[src/pkg/accel_rate_pkg.sv]
// Constants, types and state codes for the rate and output setup block.
// Assumes a single 250 MHz system clock and an internal byte-wide register port.
package accel_rate_pkg;

	// ----------------------------------------------------------------
	// Register map
	// ----------------------------------------------------------------
	localparam logic [7:0] ADDR_RATE_SELECT  = 8'h12;
	localparam logic [7:0] ADDR_OUTPUT_SETUP = 8'h13;
	localparam logic [7:0] ADDR_SOFT_RESET   = 8'h14;
	localparam logic [7:0] ADDR_AXIS_BASE    = 8'h02;  // x low, x high, y low, y high, z low, z high
	localparam logic [7:0] SOFT_RESET_KEY    = 8'hB6;
	localparam logic [7:0] RATE_SELECT_RST   = 8'h00;
	localparam logic [7:0] OUTPUT_SETUP_RST  = 8'h00;

	// ----------------------------------------------------------------
	// Field positions
	// ----------------------------------------------------------------
	localparam int SLEEP_RATE_SOURCE_BIT   = 3;
	localparam int ACTIVE_RATE_CODE_MSB    = 2;
	localparam int UNFILTERED_BIT          = 7;
	localparam int COHERENCE_GUARD_OFF_BIT = 6;
	localparam logic [7:0] RATE_SELECT_WMASK  = 8'h0F;
	localparam logic [7:0] OUTPUT_SETUP_WMASK = 8'hC0;

	// ----------------------------------------------------------------
	// Timing
	// ----------------------------------------------------------------
	localparam int CLK_PERIOD_NS = 4;
	localparam int US_NS         = 1000;
	localparam int CYCLES_PER_US = US_NS / CLK_PERIOD_NS;
	localparam int INTERVAL_W    = 20;  // Microseconds, enough for one second

	// ----------------------------------------------------------------
	// Types
	// ----------------------------------------------------------------
	typedef struct packed {
		logic       wr;
		logic       rd;
		logic [7:0] addr;
		logic [7:0] wdata;
	} reg_req_s;

	typedef struct packed {
		logic [15:0] z;
		logic [15:0] y;
		logic [15:0] x;
	} axis_set_s;

	typedef enum logic [2:0] {
		DR_SUSPEND = 3'h1,
		DR_IDLE    = 3'h2,
		DR_RUN     = 3'h4
	} ready_state_e;

	typedef enum logic [1:0] {
		GUARD_OPEN   = 2'h1,
		GUARD_LOCKED = 2'h2
	} guard_state_e;

endpackage

[src/hw/accel_rate_and_output_setup.sv]
// Rate selection and output setup registers with data-ready timing and axis outputs.
// Assumes the serial front end presents decoded one-cycle register requests,
// and that the power-control register lives outside and is passed in as levels.
`timescale 1ns/10ps
module accel_rate_and_output_setup #(
	// Cycles per microsecond tick; a smaller value shortens every interval alike
	parameter int CYCLES_PER_US = accel_rate_pkg::CYCLES_PER_US
) (
	input  wire logic                       clk_sys,
	input  wire logic                       rst_b,
	input  accel_rate_pkg::reg_req_s        reg_req,
	output logic [7:0]                      reg_rdata_r,
	input  wire logic                       power_suspend,
	input  wire logic [3:0]                 sleep_length_code,
	input  wire logic                       sample_valid,
	input  accel_rate_pkg::axis_set_s       filtered_sample,
	input  accel_rate_pkg::axis_set_s       unfiltered_sample,
	output logic [19:0]                     active_interval_us_r,
	output logic                            active_rate_fixed_r,
	output logic [19:0]                     sleep_interval_us_r,
	output logic                            data_ready_r,
	output logic                            unfiltered_sel_r,
	output logic                            guard_off_r
);

	localparam int IW = accel_rate_pkg::INTERVAL_W;

	logic [7:0]    rate_select_r;
	logic [7:0]    rate_select_nxt;
	logic [7:0]    output_setup_r;
	logic [7:0]    output_setup_nxt;
	logic [7:0]    rdata_nxt;
	logic [2:0]    active_rate_code;
	logic          sleep_rate_source;
	logic [IW-1:0] active_us;
	logic [IW-1:0] sleep_us;
	logic [47:0]   axis_source;
	logic [7:0]    low_bytes  [3];
	logic [7:0]    high_bytes [3];

	assign active_rate_code  = rate_select_r[accel_rate_pkg::ACTIVE_RATE_CODE_MSB:0];
	assign sleep_rate_source = rate_select_r[accel_rate_pkg::SLEEP_RATE_SOURCE_BIT];

	// ----------------------------------------------------------------
	// Interval tables in microseconds
	// ----------------------------------------------------------------
	// Fixed active intervals; code zero leaves the interval to the sleep setting
	function automatic logic [IW-1:0] active_interval(input logic [2:0] code);
		case (code)
			3'h1:    active_interval = 20'd5000;   // 200 Hz
			3'h2:    active_interval = 20'd1000;   // 1000 Hz
			3'h3:    active_interval = 20'd2000;   // 500 Hz
			3'h4:    active_interval = 20'd4000;   // 250 Hz
			3'h5:    active_interval = 20'd8000;   // 125 Hz
			3'h6:    active_interval = 20'd16000;  // 62.5 Hz
			3'h7:    active_interval = 20'd32000;  // 31.25 Hz
			default: active_interval = 20'd0;
		endcase
	endfunction

	// Sleep interval derived from the selected rate; 302 Hz is truncated to whole microseconds
	function automatic logic [IW-1:0] sleep_rate_interval(input logic [3:0] code);
		case (code)
			4'h7:       sleep_rate_interval = 20'd5000;     // 200 Hz
			4'h8, 4'h9: sleep_rate_interval = 20'd10000;    // 100 Hz
			4'hA:       sleep_rate_interval = 20'd20000;    // 50 Hz
			4'hB:       sleep_rate_interval = 20'd40000;    // 25 Hz
			4'hC:       sleep_rate_interval = 20'd50000;    // 20 Hz
			4'hD:       sleep_rate_interval = 20'd100000;   // 10 Hz
			4'hE:       sleep_rate_interval = 20'd500000;   // 2 Hz
			4'hF:       sleep_rate_interval = 20'd1000000;  // 1 Hz
			default:    sleep_rate_interval = 20'd3311;     // 302 Hz
		endcase
	endfunction

	// Sleep durations of the power-control register
	function automatic logic [IW-1:0] sleep_duration(input logic [3:0] code);
		case (code)
			4'h7:    sleep_duration = 20'd2000;
			4'h8:    sleep_duration = 20'd4000;
			4'h9:    sleep_duration = 20'd6000;
			4'hA:    sleep_duration = 20'd10000;
			4'hB:    sleep_duration = 20'd25000;
			4'hC:    sleep_duration = 20'd50000;
			4'hD:    sleep_duration = 20'd100000;
			4'hE:    sleep_duration = 20'd500000;
			4'hF:    sleep_duration = 20'd1000000;
			default: sleep_duration = 20'd1000;
		endcase
	endfunction

	// Sleep interval source select
	always_comb begin
		active_us = active_interval(active_rate_code);
		if (sleep_rate_source) begin
			sleep_us = sleep_rate_interval(sleep_length_code);
		end else begin
			sleep_us = sleep_duration(sleep_length_code);
		end
	end

	// ----------------------------------------------------------------
	// Register writes and reads
	// ----------------------------------------------------------------
	// Writes are taken in any power state; correct samples after a rate change
	// are the host's affair, so no write is refused here
	always_comb begin
		rate_select_nxt  = rate_select_r;
		output_setup_nxt = output_setup_r;
		rdata_nxt        = 8'h00;
		if (reg_req.wr) begin
			if (reg_req.addr == accel_rate_pkg::ADDR_RATE_SELECT) begin
				rate_select_nxt = reg_req.wdata & accel_rate_pkg::RATE_SELECT_WMASK;
			end else if (reg_req.addr == accel_rate_pkg::ADDR_OUTPUT_SETUP) begin
				output_setup_nxt = reg_req.wdata & accel_rate_pkg::OUTPUT_SETUP_WMASK;
			end else if (reg_req.addr == accel_rate_pkg::ADDR_SOFT_RESET &&
			             reg_req.wdata == accel_rate_pkg::SOFT_RESET_KEY) begin
				rate_select_nxt  = accel_rate_pkg::RATE_SELECT_RST;
				output_setup_nxt = accel_rate_pkg::OUTPUT_SETUP_RST;
			end
		end
		if (reg_req.rd) begin
			if (reg_req.addr == accel_rate_pkg::ADDR_RATE_SELECT) begin
				rdata_nxt = rate_select_r;
			end else if (reg_req.addr == accel_rate_pkg::ADDR_OUTPUT_SETUP) begin
				rdata_nxt = output_setup_r;
			end else begin
				for (int i = 0; i < 3; i++) begin
					if (reg_req.addr == accel_rate_pkg::ADDR_AXIS_BASE + 8'(2 * i)) begin
						rdata_nxt = low_bytes[i];
					end else if (reg_req.addr == accel_rate_pkg::ADDR_AXIS_BASE + 8'(2 * i + 1)) begin
						rdata_nxt = high_bytes[i];
					end
				end
			end
		end
	end

	always_ff @(posedge clk_sys or negedge rst_b) begin
		if (!rst_b) begin
			rate_select_r        <= accel_rate_pkg::RATE_SELECT_RST;
			output_setup_r       <= accel_rate_pkg::OUTPUT_SETUP_RST;
			reg_rdata_r          <= 8'h00;
			active_interval_us_r <= 20'd0;
			active_rate_fixed_r  <= 1'b0;
			sleep_interval_us_r  <= 20'd0;
			unfiltered_sel_r     <= 1'b0;
			guard_off_r          <= 1'b0;
		end else begin
			rate_select_r        <= rate_select_nxt;
			output_setup_r       <= output_setup_nxt;
			reg_rdata_r          <= rdata_nxt;
			active_interval_us_r <= active_us;
			active_rate_fixed_r  <= (active_rate_code != 3'h0);
			sleep_interval_us_r  <= sleep_us;
			unfiltered_sel_r     <= output_setup_r[accel_rate_pkg::UNFILTERED_BIT];
			guard_off_r          <= output_setup_r[accel_rate_pkg::COHERENCE_GUARD_OFF_BIT];
		end
	end

	// ----------------------------------------------------------------
	// Data-ready timing
	// ----------------------------------------------------------------
	accel_rate_pkg::ready_state_e ready_state_r;
	accel_rate_pkg::ready_state_e ready_state_nxt;
	logic [7:0]    us_cnt_r;
	logic [7:0]    us_cnt_nxt;
	logic [IW-1:0] interval_cnt_r;
	logic [IW-1:0] interval_cnt_nxt;
	logic          data_ready_nxt;
	logic          us_tick;

	// Counters restart on every state change; a rate change between two nonzero codes keeps the running count
	always_comb begin
		ready_state_nxt  = ready_state_r;
		us_cnt_nxt       = 8'h00;
		interval_cnt_nxt = '0;
		data_ready_nxt   = 1'b0;
		us_tick          = (us_cnt_r == 8'(CYCLES_PER_US - 1));
		if (power_suspend) begin
			ready_state_nxt = accel_rate_pkg::DR_SUSPEND;
		end else if (active_rate_code == 3'h0) begin
			ready_state_nxt = accel_rate_pkg::DR_IDLE;
		end else begin
			ready_state_nxt = accel_rate_pkg::DR_RUN;
		end
		case (ready_state_r)
			accel_rate_pkg::DR_RUN: begin
				if (ready_state_nxt == accel_rate_pkg::DR_RUN) begin
					us_cnt_nxt       = us_tick ? 8'h00 : us_cnt_r + 8'h01;
					interval_cnt_nxt = interval_cnt_r;
					if (us_tick) begin
						if (interval_cnt_r >= active_interval_us_r - 20'd1) begin
							interval_cnt_nxt = '0;
							data_ready_nxt   = 1'b1;
						end else begin
							interval_cnt_nxt = interval_cnt_r + 20'd1;
						end
					end
				end
			end
			default: begin
			end
		endcase
	end

	always_ff @(posedge clk_sys or negedge rst_b) begin
		if (!rst_b) begin
			ready_state_r  <= accel_rate_pkg::DR_IDLE;
			us_cnt_r       <= 8'h00;
			interval_cnt_r <= '0;
			data_ready_r   <= 1'b0;
		end else begin
			ready_state_r  <= ready_state_nxt;
			us_cnt_r       <= us_cnt_nxt;
			interval_cnt_r <= interval_cnt_nxt;
			data_ready_r   <= data_ready_nxt;
		end
	end

	// ----------------------------------------------------------------
	// Axis output byte pairs
	// ----------------------------------------------------------------
	// Source chosen from the registered select, one cycle behind the register write
	assign axis_source = unfiltered_sel_r ? unfiltered_sample : filtered_sample;

	for (genvar g = 0; g < 3; g++) begin : g_axis
		localparam logic [7:0] LOW_ADDR  = accel_rate_pkg::ADDR_AXIS_BASE + 8'(2 * g);
		localparam logic [7:0] HIGH_ADDR = accel_rate_pkg::ADDR_AXIS_BASE + 8'(2 * g + 1);
		axis_byte_guard u_guard (
			.clk_sys      (clk_sys),
			.rst_b        (rst_b),
			.guard_en     (!guard_off_r),
			.sample_valid (sample_valid),
			.sample       (axis_source[16*g +: 16]),
			.low_read     (reg_req.rd && reg_req.addr == LOW_ADDR),
			.high_read    (reg_req.rd && reg_req.addr == HIGH_ADDR),
			.low_byte_r   (low_bytes[g]),
			.high_byte_r  (high_bytes[g])
		);
	end

endmodule // accel_rate_and_output_setup

[src/hw/axis_byte_guard.sv]
// One axis output byte pair with read coherence protection.
// Assumes low and high read strobes are one-cycle pulses that never coincide.
`timescale 1ns/10ps
module axis_byte_guard (
	input  wire logic        clk_sys,
	input  wire logic        rst_b,
	input  wire logic        guard_en,
	input  wire logic        sample_valid,
	input  wire logic [15:0] sample,
	input  wire logic        low_read,
	input  wire logic        high_read,
	output logic      [7:0]  low_byte_r,
	output logic      [7:0]  high_byte_r
);

	accel_rate_pkg::guard_state_e state_r;
	accel_rate_pkg::guard_state_e state_nxt;
	logic [7:0] low_nxt;
	logic [7:0] high_nxt;
	logic       may_update;

	// ----------------------------------------------------------------
	// Lock and update
	// ----------------------------------------------------------------
	// Update is also blocked in the low read cycle itself, else a sample landing there
	// would pair the captured low byte with a newer high byte
	always_comb begin
		state_nxt  = state_r;
		may_update = 1'b1;
		if (guard_en) begin
			case (state_r)
				accel_rate_pkg::GUARD_OPEN: begin
					if (low_read) begin
						state_nxt  = accel_rate_pkg::GUARD_LOCKED;
						may_update = 1'b0;
					end
				end
				accel_rate_pkg::GUARD_LOCKED: begin
					may_update = high_read;
					if (high_read) begin
						state_nxt = accel_rate_pkg::GUARD_OPEN;
					end
				end
				default: state_nxt = accel_rate_pkg::GUARD_OPEN;
			endcase
		end else begin
			state_nxt = accel_rate_pkg::GUARD_OPEN;
		end
		low_nxt  = low_byte_r;
		high_nxt = high_byte_r;
		if (sample_valid && may_update) begin
			low_nxt  = sample[7:0];
			high_nxt = sample[15:8];
		end
	end

	always_ff @(posedge clk_sys or negedge rst_b) begin
		if (!rst_b) begin
			state_r     <= accel_rate_pkg::GUARD_OPEN;
			low_byte_r  <= 8'h00;
			high_byte_r <= 8'h00;
		end else begin
			state_r     <= state_nxt;
			low_byte_r  <= low_nxt;
			high_byte_r <= high_nxt;
		end
	end

endmodule // axis_byte_guard

[config.mk]
export PLATFORM = sky130hd
export DESIGN_NAME = accel_rate_and_output_setup
export DESIGN_NICKNAME = d
export VERILOG_FILES = /design/src/pkg/accel_rate_pkg.sv /design/src/hw/accel_rate_and_output_setup.sv /design/src/hw/axis_byte_guard.sv
export SDC_FILE = /design/constraint.sdc
export NUM_CORES = 1
export LEC_CHECK = 0
export BUFFER_PORTS_ARGS = -buffer_cell sky130_fd_sc_hd__buf_2
export CAP_MARGIN = 20
export CORE_MARGIN = 4
export CORE_UTILIZATION = 35
export DETAILED_ROUTE_END_ITERATION = 10
export HOLD_SLACK_MARGIN = 0.06
export MAX_ROUTING_LAYER = met4
export PLACE_DENSITY = 0.7
export RECOVER_POWER = 100
export SYNTH_ARGS = -nofsm -noshare
export SYNTH_HDL_FRONTEND = slang
export SYNTH_SLANG_ARGS = --single-unit
[constraint.sdc]
create_clock -name clk_sys -period 3.67 [get_ports clk_sys]
set_clock_uncertainty 0.05 [all_clocks]
set_input_delay 0.367 -clock clk_sys [delete_from_list [all_inputs] [get_ports clk_sys]]
set_output_delay 0.367 -clock clk_sys [all_outputs]
set_load 0.005 [all_outputs]
==> impl_metrics.yaml, run 1 <==
floorplan:
  coreArea_sq_um: 20500
  dieArea_sq_um: 23500
  die_w_um: 153
  start_util_pct: 36.1
  die_h_um: 153
  ios: 174
  fp-row-count: 52
final_layout:
  syn_to_final_growth_pct: 20.6
  final_nets: 1077
  drive_gt1_share_pct: 20.3
  multi_input_area_sq_um: 3710
  fillers: 1993
  final-seq-area_sq_um: 3310
  fin_cells: 1206
  final_area_sq_um: 8930
sta:
  fin_crit_sh_pct: 93.4
  setup_violations: 0
  slew_headroom_pct: -45.9
  slew_violations: 88
  clock.fmax_mhz: 292
  period_minus_slack_ps: 3430
  rsz0062_at_grt: "false"
  timing.final.ws_setup_ps: 243
  setup-tns-final_ps: 0
  worstMarginPinSlew_ps: 2190
  hold_violations: 0
setup_path:
  critical_path.startpoint: "active_interval_us_r[8]"
  end_kind: "flip-flop"
  worst_ep_required_time_ps: 3980
  cp_max_fo: 22
  reg2reg_to: "interval_cnt_r[16]"
  crit_arrival_ps: 3730
  reg2reg_depth: 11
  worstSetupPathType: "reg -> reg"
  timing.rr.start: "active_interval_us_r[8]"
  crit_path_start_kind: "flip-flop"
  endpoint: "interval_cnt_r[16]"
  rrSetupSlack_ps: 240
yosys:
  synth_compound_area_share_pct: 15.6
  synth_most_common_cell: "dfrtp_1"
  netlist_area_sq_um: 7400
  yosys.area_share.simple_pct: 18.2
  synth_area_leaders: "dfrtp_1, mux2i_1, ha_1"
  syn_inst: 770
  avgSynthCellArea_sq_um: 9.61
  ys_types: 67
  synth_top_family_by_area: "simple AND/OR/NAND/NOR gates"
  synthMuxAreaShare_pct: 8.71
  ys_seq_area_share_pct: 44.7
  yosys.area_share.xor_xnor_pct: 2.25
  synth-edff-count: 0
  ys.flop_type: "dfrtp_1"
  synth_fa_ha_area_share_pct: 5.58
  yosys-top-cells-count: "dfrtp_1, nand2_1, mux2i_1"
  synth_top_area_share_pct: 43.3
  synth_area_leader_cell: "dfrtp_1"
  ys_seq_elements: 132
  async_reset_ff_share_pct: 100
  synth_warnings: 0
power_and_ir_drop:
  p_per_area_nw_per_um2: 486
  p_leak_uw: 0.00411
  p_total_uw: 4340
  irDropWorstVdd_v: 0.000333
grt:
  grt-ovfl-total: 0
  grt_usage_pct: 17.2
  antenna_found_initial: 1
  grt_max_degree: 88
  grt_pass1_wl_um: 31500
  grt_pass1_vias: 6096
job:
  maxCapViolCount: 1
route:
  routed_via_density: 5.16
  wl_um: 19800
  drc: 0
  wl_per_cell_um: 16.4
  firstDrtPassIters: 5
  vias: 6228
  antenna_left: 0
  drt_iter0_markers: 374
clock_network:
  clock-root-buffer: "clkbuf_16"
  clockBufferDepth: 2
  tritoncts: "done"
  h-tree-depth: 4
  cts_buffers: 17
  path_clk_slew_ps: 60
  insertion_delay_ps: 420
  clock-sinks: 132
  post_cts_buffers: 0
placement:
  numPortBuffers: 165
  dp_hpwl_um: 15000
  placed_cell_area_sq_um: 8410
  dp.cells: 1172
  place_ws_ps: 128
  gp_congestion: 0.876
run_status:
  outcome: "complete, but fails checks"
  violations: "capacitance limit, slew limit"
hold_path:
  hp-class: "in -> reg"
-- critical path, cell delays in order (launching register included) --
cell and delay [ps]:
dfrtp_1 400, nor4_2 370, nand2_1 160, nor3_1 220, xnor2_1 170, ha_1 280, a41oi_1 230, o21ai_1 120
a221o_1 400, or4_4 570, nor4_1 270, a21o_1 110
-- cells by family (layout without fill, tap and decap cells) --
family	Yosys count	after routing
simple gates	271	271
compound gates	179	179
mux	64	64
buf+inv	71	229
xor+xnor	19	19
flops	132	132
fa+ha+maj	33	33
other cells	1	9
-- per-layer routing --
layer | GRT usage [%] | up-vias | wire length (um)
met5 | - | - | 0
met4 | 6.01 | 0 | 438
met3 | 3.45 | 31 | 1220
met2 | 27.5 | 243 | 9340
met1 | 21.7 | 2906 | 8750
li1 | - | 3048 | -
-- where the power goes --
group,switching (uW),internal (uW)
sequential,139,1660
clock,671,1140
combinational,421,307
total,1230,3110
-- state kept, by name, indices dropped and copies added, names as in the netlist, 2 cells and up --
signal,cells
active_interval_us_r,12
g_axis.u_guard.high_byte_r,24
g_axis.u_guard.low_byte_r,24
g_axis.u_guard.state_r,6
interval_cnt_r,20
output_setup_r,2
rate_select_r,4
ready_state_r,3
reg_rdata_r,8
sleep_interval_us_r,17
us_cnt_r,8
-- worst min path at each step --
stage                 startpoint                       end  slack (ps)  cells after the start
6_report           power_suspend          ready_state_r[0]          80                      1
2_1_floorplan              rst_b  active_interval_us_r[10]          20                      0
3_5_place_dp   output_setup_r[7]          unfiltered_sel_r         360                      0
3_3_place_gp   output_setup_r[6]               guard_off_r         360                      0
4_1_cts            power_suspend          ready_state_r[0]          70                      1
5_1_grt            power_suspend          ready_state_r[0]          70                      1
-- metrics by stage --
step	utilization, %	hold slack, ps
6_report	43.6	82.0
4_1_cts	44.2	70.4
5_1_grt	43.6	69.5
3_5_place_dp	41.0	358
2_1_floorplan	-	21.4
3_3_place_gp	41.0	361
-- layout by cell type, fill, tap and decap left out, types with 5 or more instances in the layout --
master,instances
nand3_1,33
xnor2_1,12
nor3b_1,7
a21o_1,13
and3_1,11
nand2b_1,5
a31oi_1,5
mux2i_1,61
o21ai_1,11
nand2_1,90
conb_1,8
nand4_1,11
nor3_1,17
a21oi_1,33
o21ai_0,66
nor4_1,8
buf_2,135
clkbuf_16,17
ha_1,32
a22o_1,7
inv_1,22
o22ai_1,5
nor2_1,58
xor2_1,7
dfrtp_1,128
clkbuf_1,32
-- timing repair --
action | in CTS | in global routing
hold endpoints to repair | 84 | 0
setup endpoints to repair | 0 | 9
hold buffers | 1 | 0
gates resized for setup | 0 | 5
-- cell type report --
class                           count  area share [%]
Multi-Input combinational cell    574            41.6
Inverter                           22           0.925
Sequential cell                   132            37.1
Antenna cell                        1          0.0280
Clock buffer                       17            4.77
Tap cell                          270            3.78
Clock inverter                     15            2.30
Timing Repair Buffer              175            9.56
Note: power is estimated with default switching activity, not from simulation.
==> run 2, diff against run 1 <==
==> constraint.sdc (replaced) <==
create_clock -name clk_sys -period 3.67 [get_ports clk_sys]
set_clock_uncertainty 0.05 [all_clocks]
set_input_delay 0.5505 -clock clk_sys [delete_from_list [all_inputs] [get_ports clk_sys]]
set_output_delay 0.5505 -clock clk_sys [all_outputs]
set_load 0.005 [all_outputs]
==> impl_metrics.yaml, run 2 (same netlist as run 1, synthesis figures left out) <==
hold_path:
  hp-class: "in -> reg"
route:
  routed_via_density: 5.15
  drt-met1-wl_um: 8820
  wl_per_cell_um: 16.3
  wl_um: 19700
  vias: 6232
  route.met2.wl_um: 9440
  antenna_left: 0
  drt_iter0_markers: 527
  drc: 0
  dr_wl_met3_um: 1090
  highest_layer: "met4"
  firstDrtPassIters: 8
sta:
  clock.fmax_mhz: 292
  period_minus_slack_ps: 3420
  hold-worst-slack_ps: 254
  rsz0062_at_grt: "false"
  slew_violations: 68
  setup-tns-final_ps: 0
  slew_headroom_pct: -15.5
  fin_crit_sh_pct: 93.3
  hold_violations: 0
  worstMarginPinSlew_ps: 1730
  setup_violations: 0
floorplan:
  coreArea_sq_um: 20500
  dieArea_sq_um: 23500
  die_w_um: 153
  ios: 174
  start_util_pct: 36.1
  die_h_um: 153
  fp-row-count: 52
grt:
  grt_pass1_vias: 6052
  grt_usage_pct: 17.2
  grt_pass1_wl_um: 31600
  grt-ovfl-total: 0
  grt_max_degree: 68
  antenna_found_initial: 1
clock_network:
  clock-sinks: 132
  cts-hold-fix-buffers: 0
  cts_buffers: 17
  path_clk_slew_ps: 60
  post_cts_buffers: 0
  clock-root-buffer: "clkbuf_16"
  insertion_delay_ps: 430
  h-tree-depth: 4
  tritoncts: "done"
  clockBufferDepth: 2
setup_path:
  crit_path_start_kind: "flip-flop"
  cp_max_fo: 22
  crit_arrival_ps: 3740
  worst_ep_required_time_ps: 3980
  worstSetupPathType: "reg -> reg"
  end_kind: "flip-flop"
final_layout:
  syn_to_final_growth_pct: 19.8
  drive_gt1_share_pct: 20.7
  largest_registers: "g_axis.u_guard.high_byte_r x24, g_axis.u_guard.low_byte_r x24, interval_cnt_r x20"
  final_common_cell: "buf_2"
  utilization_pct: 43.3
  final_cell_mix: "buf_2, dfrtp_1, nand2_1"
  final_nets: 1080
run_status:
  violations: "capacitance limit, slew limit"
  outcome: "complete, but fails checks"
job:
  maxCapViolCount: 1
placement:
  numPortBuffers: 165
  dp_hpwl_um: 15000
  gp_congestion: 0.872
power_and_ir_drop:
  p_per_area_nw_per_um2: 472
  irDropWorstVdd_v: 0.000292
  p_leak_uw: 0.00411
  p_total_uw: 4180
run 2: changes by cell type in the layout (fill, tap and decap cells not counted), moves of 2 or more:
cell	change
o21ai_0	-3
o21ai_1	+2
bufinv_16	-3
buf_2	+5
inv_6	+5
run 2: metrics by stage:
step	setup slack [ps]	cell area, sq um	std cells
final	247	8870	1209
after global routing	83.1	8870	1209
after CTS	143	9000	1208
after detailed placement	190	8430	1176
after global placement	283	8430	1176
after floorplan	158	7430	777
run 2: worst max-delay path: stages (launching register included):
cell and delay (ps):
dfrtp_1 430, inv_1 80, ha_1 300, nand2_1 160, nor3_1 210, xnor2_1 160
ha_1 270, a41oi_1 200, o21ai_1 120, a221o_1 400, or4_4 570, nor4_1 300
a21o_1 120
run 2: final timing paths:
path / start / to / slack [ps] / cells after the start
setup / recovery: active_interval_us_r[3] / interval_cnt_r[6] / 250 / 12
setup reg to reg: active_interval_us_r[3] / interval_cnt_r[6] / 250 / 12
hold / removal: power_suspend / ready_state_r[0] / 250 / 1
min in group asynchronous: rst_b / us_cnt_r[2] / 510 / 1
max in group asynchronous: rst_b / g_axis[2].u_guard.high_byte_r[1] / 970 / 2
hold reg to reg: output_setup_r[6] / guard_off_r / 380 / 0
run 2: timing repair:
item	4_1_cts	5_1_grt
endpoints found under the hold margin	0	0
endpoints found under the setup margin	0	11
gates resized for setup	0	2
run 2: cell type report:
class / count / area (sq um)
fill: 2030 / 11600
multi-input combinational: 574 / 3700
sequential: 132 / 3310
timing repair buffer: 178 / 867
clock buffer: 17 / 425
tap: 270 / 338
clock inverter: 15 / 145
inverter: 22 / 82.6
antenna: 1 / 2.50
run 2: power breakdown:
| group | internal (uW) | total, uW | switching [uW] |
|---|---|---|---|
| sequential | 1660 | 1800 | 138 |
| combinational | 309 | 729 | 420 |
| clock | 947 | 1660 | 709 |
| total | 2920 | 4180 | 1270 |
run 2: routing by layer:
metal | up-vias | track usage (%)
li1 | 3066 | -
met1 | 2929 | 22.4
met2 | 208 | 27.5
met3 | 29 | 3.31
met4 | 0 | 5.26
met5 | - | -
